[config.mk]
export PLATFORM = sky130hd
export DESIGN_NAME = tmc_timer_pair
export DESIGN_NICKNAME = d
export VERILOG_FILES = /design/src/logic/tmc_pkg.sv /design/src/logic/tmc_timer_pair.sv /design/src/logic/tmc_prescaler.sv
export SDC_FILE = /design/constraint.sdc
export NUM_CORES = 1
export LEC_CHECK = 0
export BUFFER_PORTS_ARGS = -buffer_cell sky130_fd_sc_hd__buf_2
export CORE_MARGIN = 2
export CORE_UTILIZATION = 55
export CTS_CLUSTER_SIZE = 40
export DETAILED_ROUTE_END_ITERATION = 12
export PLACE_DENSITY_LB_ADDON = 0.05
export SLEW_MARGIN = 10
export SYNTH_ARGS = -nofsm -noshare
export SYNTH_HDL_FRONTEND = slang
export SYNTH_SLANG_ARGS = --single-unit
[constraint.sdc]
create_clock -name clk -period 3 [get_ports clk]
set_input_delay 0.45 -clock clk [delete_from_list [all_inputs] [get_ports clk]]
set_output_delay 0.45 -clock clk [all_outputs]
set_load 0.03 [all_outputs]
[src/logic/tmc_pkg.sv]
// tmc_pkg: register map, field layout, reset values and mode codes
// for the cascadable pair of 8-bit timer/counters.
// assumes an 8-bit register port clocked by the high-frequency clock.
package tmc_pkg;
   localparam int DATA_W = 8;
   localparam int ADDR_W = 8;

   // register offsets
   localparam logic [7:0] OFF_LO_PERIOD = 8'h14;
   localparam logic [7:0] OFF_LO_PULSE = 8'h18;
   localparam logic [7:0] OFF_LO_CTRL = 8'h27;
   localparam logic [7:0] OFF_HI_CTRL = 8'h28;
   localparam logic [7:0] OFF_HI_PERIOD = 8'h15;
   localparam logic [7:0] OFF_HI_PULSE = 8'h19;
   localparam logic [7:0] OFF_LO_COUNT = 8'h2a;
   localparam logic [7:0] OFF_HI_COUNT = 8'h2b;

   // reset values and the counter maximum
   localparam logic [7:0] RST_PERIOD = 8'hff;
   localparam logic [7:0] RST_PULSE = 8'hff;
   localparam logic [7:0] RST_CTRL = 8'h00;
   localparam logic [7:0] CNT_MAX = 8'hff;

   // prescaler tap widths (high or low clock divided by 2^n)
   localparam int PRE_W = 11;
   localparam int LOW_DIV_W = 3;

   // control register layout: bit 7 ff, 6:4 clock, 3 start, 2:0 mode
   typedef struct packed {
      logic outFf;
      logic [2:0] clkSel;
      logic start;
      logic [2:0] mode;
   } tmc_ctrl_t;

   // operating mode codes
   localparam logic [2:0] MODE_TIMER = 3'h0;
   localparam logic [2:0] MODE_PDO = 3'h1;
   localparam logic [2:0] MODE_PWM8 = 3'h2;
   localparam logic [2:0] MODE_CASCADE = 3'h3;
   localparam logic [2:0] MODE_TIMER16 = 3'h4;
   localparam logic [2:0] MODE_WARMUP = 3'h5;
   localparam logic [2:0] MODE_PWM16 = 3'h6;
   localparam logic [2:0] MODE_PPG16 = 3'h7;

   // clock select codes
   localparam logic [2:0] CK_DIV11 = 3'h0;
   localparam logic [2:0] CK_DIV7 = 3'h1;
   localparam logic [2:0] CK_DIV5 = 3'h2;
   localparam logic [2:0] CK_DIV3 = 3'h3;
   localparam logic [2:0] CK_LOW = 3'h4;
   localparam logic [2:0] CK_DIV1 = 3'h5;
   localparam logic [2:0] CK_HIGH = 3'h6;
   localparam logic [2:0] CK_PIN = 3'h7;

   // one-cycle enables from the prescaler
   typedef struct packed {
      logic div11;
      logic div7;
      logic div5;
      logic div3;
      logic div1;
      logic low;
      logic lowDiv3;
   } tmc_tick_t;
endpackage

[src/logic/tmc_timer_pair.sv]
// tmc_timer_pair: control registers and counting logic of the lower
// and upper 8-bit timer/counters, cascadable into one 16-bit counter.
// assumes clk is the high-frequency clock and all inputs are synchronous.
// How it works
// - lower counter has one control register, an 8-bit period and pulse width
// - after reset period and pulse width read 0xff, control reads 0x00
// - clock code picks high clock taps, low clock, or the external pin
// - prescaler option or slow mode turn code 000 into low clock / 8
// - start low stops and clears the count; start high counts
// - mode 000 timer, 001 divider, 010 PWM, 011 cascade, 1xx reserved
// - in cascade lower clock select drives; upper start and ff govern
// - upper counter has its own control, period and pulse width
// - upper modes 100 timer16, 101 warm-up, 110 PWM16, 111 PPG
// - upper mode 1xx counts lower overflows, ignoring its clock select
//
// Local design decision: the strobed register port.
`timescale 1ns/1ns
module tmc_timer_pair (
   input wire logic clk, // high-frequency clock, 20 MHz
   input wire logic rst_n, // async reset, active low
   input wire logic [7:0] regAddr, // register address
   input wire logic [7:0] regWrData, // register write data
   input wire logic regWr, // write strobe
   input wire logic regRd, // read strobe
   output logic [7:0] regRdData, // read data, cycle after strobe
   input wire logic lowClkTick, // low clock enable pulse
   input wire logic prescalerOption, // prescaler option bit
   input wire logic slowMode, // slow or sleep mode active
   input wire logic loPin, // lower counter external pin
   input wire logic hiPin, // upper counter external pin
   output logic loOutFf, // lower timer output flip-flop
   output logic hiOutFf, // upper timer output flip-flop
   output logic loIrq, // lower interrupt request pulse
   output logic hiIrq // upper interrupt request pulse
);
   tmc_pkg::tmc_ctrl_t loCtrl_ff;
   tmc_pkg::tmc_ctrl_t hiCtrl_ff;
   logic [7:0] loPeriod_ff;
   logic [7:0] loPulse_ff;
   logic [7:0] hiPeriod_ff;
   logic [7:0] hiPulse_ff;
   logic [7:0] loCnt_ff;
   logic [7:0] hiCnt_ff;
   logic loPinPrev_ff;
   logic hiPinPrev_ff;
   tmc_pkg::tmc_tick_t ticks;
   logic cascade;
   logic loRun;
   logic loFfInit;
   logic loTick;
   logic hiTick;
   logic loCarry;
   logic clr16;
   logic match16Period;
   logic match16Pulse;
   logic [15:0] cnt16;

   // selects the count enable for one clock code
   function automatic logic clkPick(input logic [2:0] code,
                                    input tmc_pkg::tmc_tick_t tk,
                                    input logic altSrc,
                                    input logic slow,
                                    input logic pinRise);
      logic hit;
      hit = 1'b0;
      case (code)
         tmc_pkg::CK_DIV11: hit = altSrc ? tk.lowDiv3 : tk.div11;
         tmc_pkg::CK_DIV7: hit = slow ? 1'b0 : tk.div7;
         tmc_pkg::CK_DIV5: hit = slow ? 1'b0 : tk.div5;
         tmc_pkg::CK_DIV3: hit = slow ? 1'b0 : tk.div3;
         tmc_pkg::CK_LOW: hit = tk.low;
         tmc_pkg::CK_DIV1: hit = slow ? 1'b0 : tk.div1;
         tmc_pkg::CK_HIGH: hit = 1'b1;
         tmc_pkg::CK_PIN: hit = pinRise;
         default: hit = 1'b0;
      endcase
      return hit;
   endfunction

   tmc_prescaler uPre (
      .clk(clk),
      .rst_n(rst_n),
      .lowClkTick(lowClkTick),
      .ticks(ticks)
   );

   // register writes
   always_ff @(posedge clk or negedge rst_n) begin
      if (!rst_n) begin
         loPeriod_ff <= tmc_pkg::RST_PERIOD;
         loPulse_ff <= tmc_pkg::RST_PULSE;
         loCtrl_ff <= tmc_pkg::RST_CTRL;
         hiPeriod_ff <= tmc_pkg::RST_PERIOD;
         hiPulse_ff <= tmc_pkg::RST_PULSE;
         hiCtrl_ff <= tmc_pkg::RST_CTRL;
      end else if (regWr) begin
         case (regAddr)
            tmc_pkg::OFF_LO_PERIOD: loPeriod_ff <= regWrData;
            tmc_pkg::OFF_LO_PULSE: loPulse_ff <= regWrData;
            tmc_pkg::OFF_LO_CTRL: loCtrl_ff <= regWrData;
            tmc_pkg::OFF_HI_PERIOD: hiPeriod_ff <= regWrData;
            tmc_pkg::OFF_HI_PULSE: hiPulse_ff <= regWrData;
            tmc_pkg::OFF_HI_CTRL: hiCtrl_ff <= regWrData;
            default: ;
         endcase
      end
   end

   // register reads, data stand one cycle after the strobe
   always_ff @(posedge clk or negedge rst_n) begin
      if (!rst_n) begin
         regRdData <= 8'h00;
      end else if (regRd) begin
         case (regAddr)
            tmc_pkg::OFF_LO_PERIOD: regRdData <= loPeriod_ff;
            tmc_pkg::OFF_LO_PULSE: regRdData <= loPulse_ff;
            tmc_pkg::OFF_LO_CTRL: regRdData <= loCtrl_ff;
            tmc_pkg::OFF_HI_PERIOD: regRdData <= hiPeriod_ff;
            tmc_pkg::OFF_HI_PULSE: regRdData <= hiPulse_ff;
            tmc_pkg::OFF_HI_CTRL: regRdData <= hiCtrl_ff;
            tmc_pkg::OFF_LO_COUNT: regRdData <= loCnt_ff;
            tmc_pkg::OFF_HI_COUNT: regRdData <= hiCnt_ff;
            default: regRdData <= 8'h00;
         endcase
      end else begin
         regRdData <= 8'h00;
      end
   end

   // pin history for rising-edge count enables
   always_ff @(posedge clk or negedge rst_n) begin
      if (!rst_n) begin
         loPinPrev_ff <= 1'b0;
         hiPinPrev_ff <= 1'b0;
      end else begin
         loPinPrev_ff <= loPin;
         hiPinPrev_ff <= hiPin;
      end
   end

   // effective controls and count enables
   always_comb begin
      cascade = (loCtrl_ff.mode == tmc_pkg::MODE_CASCADE);
      loRun = cascade ? hiCtrl_ff.start : loCtrl_ff.start;
      loFfInit = cascade ? hiCtrl_ff.outFf : loCtrl_ff.outFf;
      loTick = clkPick(loCtrl_ff.clkSel, ticks,
                       prescalerOption | slowMode, slowMode,
                       loPin & ~loPinPrev_ff);
      cnt16 = {hiCnt_ff, loCnt_ff};
      match16Period = (cnt16 == {hiPeriod_ff, loPeriod_ff});
      match16Pulse = (cnt16 == {hiPulse_ff, loPulse_ff});
      clr16 = 1'b0;
      if (cascade && loRun && loTick) begin
         case (hiCtrl_ff.mode)
            tmc_pkg::MODE_TIMER16: clr16 = match16Period;
            tmc_pkg::MODE_WARMUP: clr16 = match16Period;
            tmc_pkg::MODE_PPG16: clr16 = match16Period;
            default: clr16 = 1'b0;
         endcase
      end
      loCarry = cascade && loRun && loTick && !clr16
                && (loCnt_ff == tmc_pkg::CNT_MAX);
      if (hiCtrl_ff.mode[2]) begin
         hiTick = loCarry;
      end else begin
         hiTick = clkPick(hiCtrl_ff.clkSel, ticks,
                          prescalerOption | slowMode, slowMode,
                          hiPin & ~hiPinPrev_ff);
      end
   end

   // lower counter, its output flip-flop and its interrupt
   always_ff @(posedge clk or negedge rst_n) begin
      if (!rst_n) begin
         loCnt_ff <= 8'h00;
         loOutFf <= 1'b0;
         loIrq <= 1'b0;
      end else begin
         loIrq <= 1'b0;
         if (!loRun) begin
            loCnt_ff <= 8'h00;
            loOutFf <= loFfInit;
         end else if (loTick) begin
            case (loCtrl_ff.mode)
               tmc_pkg::MODE_TIMER: begin
                  if (loCnt_ff == loPeriod_ff) begin
                     loCnt_ff <= 8'h00;
                     loIrq <= 1'b1;
                  end else begin
                     loCnt_ff <= loCnt_ff + 1'b1;
                  end
               end
               tmc_pkg::MODE_PDO: begin
                  if (loCnt_ff == loPeriod_ff) begin
                     loCnt_ff <= 8'h00;
                     loOutFf <= ~loOutFf;
                     loIrq <= 1'b1;
                  end else begin
                     loCnt_ff <= loCnt_ff + 1'b1;
                  end
               end
               tmc_pkg::MODE_PWM8: begin
                  loCnt_ff <= loCnt_ff + 1'b1;
                  if (loCnt_ff == tmc_pkg::CNT_MAX) begin
                     loOutFf <= loFfInit;
                     loIrq <= 1'b1;
                  end else if (loCnt_ff == loPulse_ff) begin
                     loOutFf <= ~loFfInit;
                  end
               end
               tmc_pkg::MODE_CASCADE: begin
                  loCnt_ff <= clr16 ? 8'h00 : loCnt_ff + 1'b1;
               end
               default: loCnt_ff <= loCnt_ff;
            endcase
         end
      end
   end

   // upper counter, alone or as the high byte of the cascade
   always_ff @(posedge clk or negedge rst_n) begin
      if (!rst_n) begin
         hiCnt_ff <= 8'h00;
         hiOutFf <= 1'b0;
         hiIrq <= 1'b0;
      end else begin
         hiIrq <= 1'b0;
         if (!hiCtrl_ff.start) begin
            hiCnt_ff <= 8'h00;
            hiOutFf <= hiCtrl_ff.outFf;
         end else begin
            case (hiCtrl_ff.mode)
               tmc_pkg::MODE_TIMER: begin
                  if (hiTick) begin
                     if (hiCnt_ff == hiPeriod_ff) begin
                        hiCnt_ff <= 8'h00;
                        hiIrq <= 1'b1;
                     end else begin
                        hiCnt_ff <= hiCnt_ff + 1'b1;
                     end
                  end
               end
               tmc_pkg::MODE_PDO: begin
                  if (hiTick) begin
                     if (hiCnt_ff == hiPeriod_ff) begin
                        hiCnt_ff <= 8'h00;
                        hiOutFf <= ~hiOutFf;
                        hiIrq <= 1'b1;
                     end else begin
                        hiCnt_ff <= hiCnt_ff + 1'b1;
                     end
                  end
               end
               tmc_pkg::MODE_PWM8: begin
                  if (hiTick) begin
                     hiCnt_ff <= hiCnt_ff + 1'b1;
                     if (hiCnt_ff == tmc_pkg::CNT_MAX) begin
                        hiOutFf <= hiCtrl_ff.outFf;
                        hiIrq <= 1'b1;
                     end else if (hiCnt_ff == hiPulse_ff) begin
                        hiOutFf <= ~hiCtrl_ff.outFf;
                     end
                  end
               end
               tmc_pkg::MODE_TIMER16, tmc_pkg::MODE_WARMUP: begin
                  if (clr16) begin
                     hiCnt_ff <= 8'h00;
                     hiIrq <= 1'b1;
                  end else if (hiTick) begin
                     hiCnt_ff <= hiCnt_ff + 1'b1;
                  end
               end
               tmc_pkg::MODE_PWM16: begin
                  if (cascade && loTick) begin
                     if (cnt16 == 16'hffff) begin
                        hiOutFf <= hiCtrl_ff.outFf;
                        hiIrq <= 1'b1;
                     end else if (match16Pulse) begin
                        hiOutFf <= ~hiCtrl_ff.outFf;
                     end
                  end
                  if (hiTick) begin
                     hiCnt_ff <= hiCnt_ff + 1'b1;
                  end
               end
               tmc_pkg::MODE_PPG16: begin
                  if (clr16) begin
                     hiCnt_ff <= 8'h00;
                     hiOutFf <= hiCtrl_ff.outFf;
                     hiIrq <= 1'b1;
                  end else begin
                     if (cascade && loTick && match16Pulse) begin
                        hiOutFf <= ~hiCtrl_ff.outFf;
                     end
                     if (hiTick) begin
                        hiCnt_ff <= hiCnt_ff + 1'b1;
                     end
                  end
               end
               default: hiCnt_ff <= hiCnt_ff;
            endcase
         end
      end
   end
endmodule

[src/logic/tmc_prescaler.sv]
// tmc_prescaler: divides the high clock and the low-clock tick into
// the one-cycle count enables used by the timer clock selectors.
// assumes lowClkTick is a one-cycle pulse per low-frequency period.
`timescale 1ns/1ns
module tmc_prescaler (
   input wire logic clk, // high-frequency clock
   input wire logic rst_n, // async reset, active low
   input wire logic lowClkTick, // one pulse per low clock period
   output tmc_pkg::tmc_tick_t ticks // divided count enables
);
   logic [tmc_pkg::PRE_W-1:0] preCnt_ff;
   logic [tmc_pkg::LOW_DIV_W-1:0] lowCnt_ff;

   always_ff @(posedge clk or negedge rst_n) begin
      if (!rst_n) begin
         preCnt_ff <= '0;
      end else begin
         preCnt_ff <= preCnt_ff + 1'b1;
      end
   end

   always_ff @(posedge clk or negedge rst_n) begin
      if (!rst_n) begin
         lowCnt_ff <= '0;
      end else if (lowClkTick) begin
         lowCnt_ff <= lowCnt_ff + 1'b1;
      end
   end

   // each tap fires once when its low bits are all ones
   always_comb begin
      ticks.div11 = &preCnt_ff[10:0];
      ticks.div7 = &preCnt_ff[6:0];
      ticks.div5 = &preCnt_ff[4:0];
      ticks.div3 = &preCnt_ff[2:0];
      ticks.div1 = preCnt_ff[0];
      ticks.low = lowClkTick;
      ticks.lowDiv3 = lowClkTick & (&lowCnt_ff);
   end
endmodule

==> results.toml <==
[synth]
yosys_warnings = 0
synthCells = 525
ys_ff_latch = 92
syn_area_sq_um = 5440
synth_seq_area_share = 0.431
synth_flop_cell = "dfrtp_1"
synth_edf_count = 0
synth_cell_types = 71
syn_area_per_cell_sq_um = 10.4
synth.net_count = 557
async_flop_share = 1.00

[layout]
diodes = 0
final_common_cell = "dfrtp_1"
fillers = 792
final_area_sq_um = 6150
fin_nets = 612
areaGrowthSynthToFinish_pct = 13.1
drive_gt1_frac = 0.330
ff_latch_area_sq_um = 2340
multiInputGateArea_sq_um = 2970
final_cell_mix = "dfrtp_1, mux2_2, nor2_1, xor2_1, nand2_1"

[power_and_ir_drop]
switching_share = 0.314
finalPower_mw = 2.92
p_comb_frac = 0.220
pwr-share-seq = 0.489
leakage_nw = 2.83
cellPowerDensity_nw_per_um2 = 476
p_sw_uw = 918
p_int_mw = 2.01
ir_drop_mv = 0.302
power_frac_clock = 0.291

[setup_path]
worst_ep_arrival_time_ns = 3.17
cp-end-kind = "flop"
critical_path.startpoint = "uPre.preCnt_ff[1]"
r2r_start = "uPre.preCnt_ff[1]"
crit_path_start_kind = "flop"
rr_worst_depth = 11
path_max_fanout = 5
cp_data_required_time_ns = 3.26
crit_type = "reg2reg"

[global_route]
antenna_found_initial = 0
grt_pass1_vias = 4266
grt_max_degree = 86
grt_use_total = 0.293
grtUsageMet3 = 0.0397
grt_util_met1 = 0.425
busiest_layer = "met2"
grt_pass1_wl_mm = 23.4
grt_overflow = 0
globalRouteMet2Util = 0.456

[run_status]
outcome = "finished clean"

[floorplan]
ioPinCount = 37
rows = 36
design.die.area_sq_um = 10700
initial_core_util = 0.561
dieWidth_um = 103
coreArea_sq_um = 9680
die_h_um = 103

[clock_network]
clkLatencyLatePin_ns = 0.37
cts.path.max_buffers = 2
cts_buffers = 9
htreeDepth = 3
cts_hold_buf = 0
path_clk_slew_ns = 0.09
cts_tree = "done"
cts.sinks = 92
cts-root-buf = "clkbuf_8"

[timing]
period_needed_ns = 2.91
setup_viol = 0
maxSlewViolCount = 0
rsz0062_at_grt = "false"
hold_viol = 0
fin_skew_ns = 0.0133
finalSetupTns_ns = 0
relSlewSlack = 0.314
max_freq_ghz = 0.343
fin_crit_sh = 0.971
tightest_slew_ns = 1.03

[placement]
dp_hpwl_mm = 11.1
finalWeightedCongestion = 0.919
portBuffers = 36
placed_cell_area_sq_um = 5900

[worst_hold_path]
holdPathStages = 1
hold_path_class = "in2reg"
min_from = "loPin"

[drt]
drc = 0
drtIter0Drc = 346
ant_nets = 0
dr.pass1.iters = 5
wl_mm = 14.7
viasPerCell = 6.21
via_count = 4457
wl_per_cell_um = 20.5

[run]
maxCapViolations = 0
state kept, by name, summed over array words and instances (netlist names):
register,cells
loPinPrev_ff,1
hiPeriod_ff,8
hiCtrl_ff,8
loCnt_ff,8
regRdData,8
loPeriod_ff,8
uPre.preCnt_ff,11
loPulse_ff,8
loIrq,1
uPre.lowCnt_ff,3
loOutFf,1
hiCnt_ff,8
hiPinPrev_ff,1
hiOutFf,1
hiPulse_ff,8
hiIrq,1
loCtrl_ff,8
cells by family (layout without fill, tap and decap cells):
| group | count (synthesis) | in the layout | synth area share |
|---|---|---|---|
| buf+inv | 35 | 95 | 0.0308 |
| xor+xnor | 49 | 49 | 0.0803 |
| fa+ha+maj | 7 | 7 | 0.0161 |
| simple gates | 174 | 174 | 0.172 |
| flops | 92 | 92 | 0.431 |
| mux | 66 | 66 | 0.133 |
| compound gates | 102 | 102 | 0.136 |
final timing paths:
path	end	slack [ns]
hold reg to reg	uPre.lowCnt_ff[0]	0.48
hold / removal	loPinPrev_ff	0.21
setup / recovery	hiCnt_ff[4]	0.09
setup reg to reg	hiCnt_ff[4]	0.09
max in group asynchronous	hiPulse_ff[5]	1.92
min in group asynchronous	loCtrl_ff[7]	0.28
metal layers:
metal | share of wire | routed length (um)
met1 | 0.46 | 6700
met5 | 0 | 0
met3 | 0.061 | 892
met2 | 0.46 | 6780
met4 | 0.023 | 340
power groups by stage:
stage | clock network, mW | logic (mW) | registers, mW
6_report | 0.851 | 0.642 | 1.43
5_1_grt | 0.906 | 0.703 | 1.44
4_1_cts | 0.860 | 0.630 | 1.43
3_5_place_dp | 0 | 0.625 | 1.45
3_3_place_gp | 0 | 0.619 | 1.45
2_1_floorplan | 0 | 0.409 | 1.44
layout make-up:
type | instances | area share
Tap cell | 133 | 0.0271
Clock inverter | 5 | 0.00651
Timing Repair Buffer | 70 | 0.0712
Multi-Input combinational cell | 398 | 0.482
Sequential cell | 92 | 0.381
Inverter | 9 | 0.00549
Clock buffer | 11 | 0.0265
Yosys cell counts, types with 6 or more instances:
cell      count  area share
nand4_1       8      0.0092
mux2_2       52        0.11
dfstp_2      32        0.15
xnor2_1       6      0.0097
mux2i_1      14       0.026
nand3_1      21       0.019
nand2_1      36       0.025
a221oi_1      7       0.011
a22oi_1       6      0.0083
dfrtp_1      60        0.28
ha_1          7       0.016
and3_1       10       0.012
nor4_1        7      0.0081
clkbuf_1     15       0.010
o21ai_0      18       0.017
nor2_1       43       0.030
nor3_1       11       0.010
xor2_1       42       0.068
nand2b_1      8      0.0092
a21oi_1      17       0.016
inv_1         8      0.0055
a31oi_1       9       0.010
what timing repair did:
action                                  in CTS  in global routing
gates resized for setup                      0                  8
endpoints found under the setup margin       0                 10
buffers inserted                             0                  1
worst max-delay path: stages (launching register included):
cell and delay [ns]:
dfrtp_1 0.40, ha_4 0.15, and3_1 0.17, ha_2 0.19
nand2b_1 0.07, a21oi_2 0.15, o32ai_2 0.11, a21o_1 0.23
or4b_4 0.56, nor2b_4 0.17, a31o_4 0.26, a221o_1 0.34
through the flow:
| stage | std cells | hold slack (ns) | util | setup slack (ns) |
|---|---|---|---|---|
| after floorplan | 525 | 0.154 | - | 0.0893 |
| after global placement | 701 | 0.460 | 0.609 | 0.112 |
| after detailed placement | 701 | 0.462 | 0.609 | 0.0222 |
| after CTS | 717 | 0.204 | 0.630 | 0.00645 |
| after global routing | 718 | 0.207 | 0.635 | 0.00133 |
| final | 718 | 0.208 | 0.635 | 0.0877 |
Power figures use the tool's default switching activity.
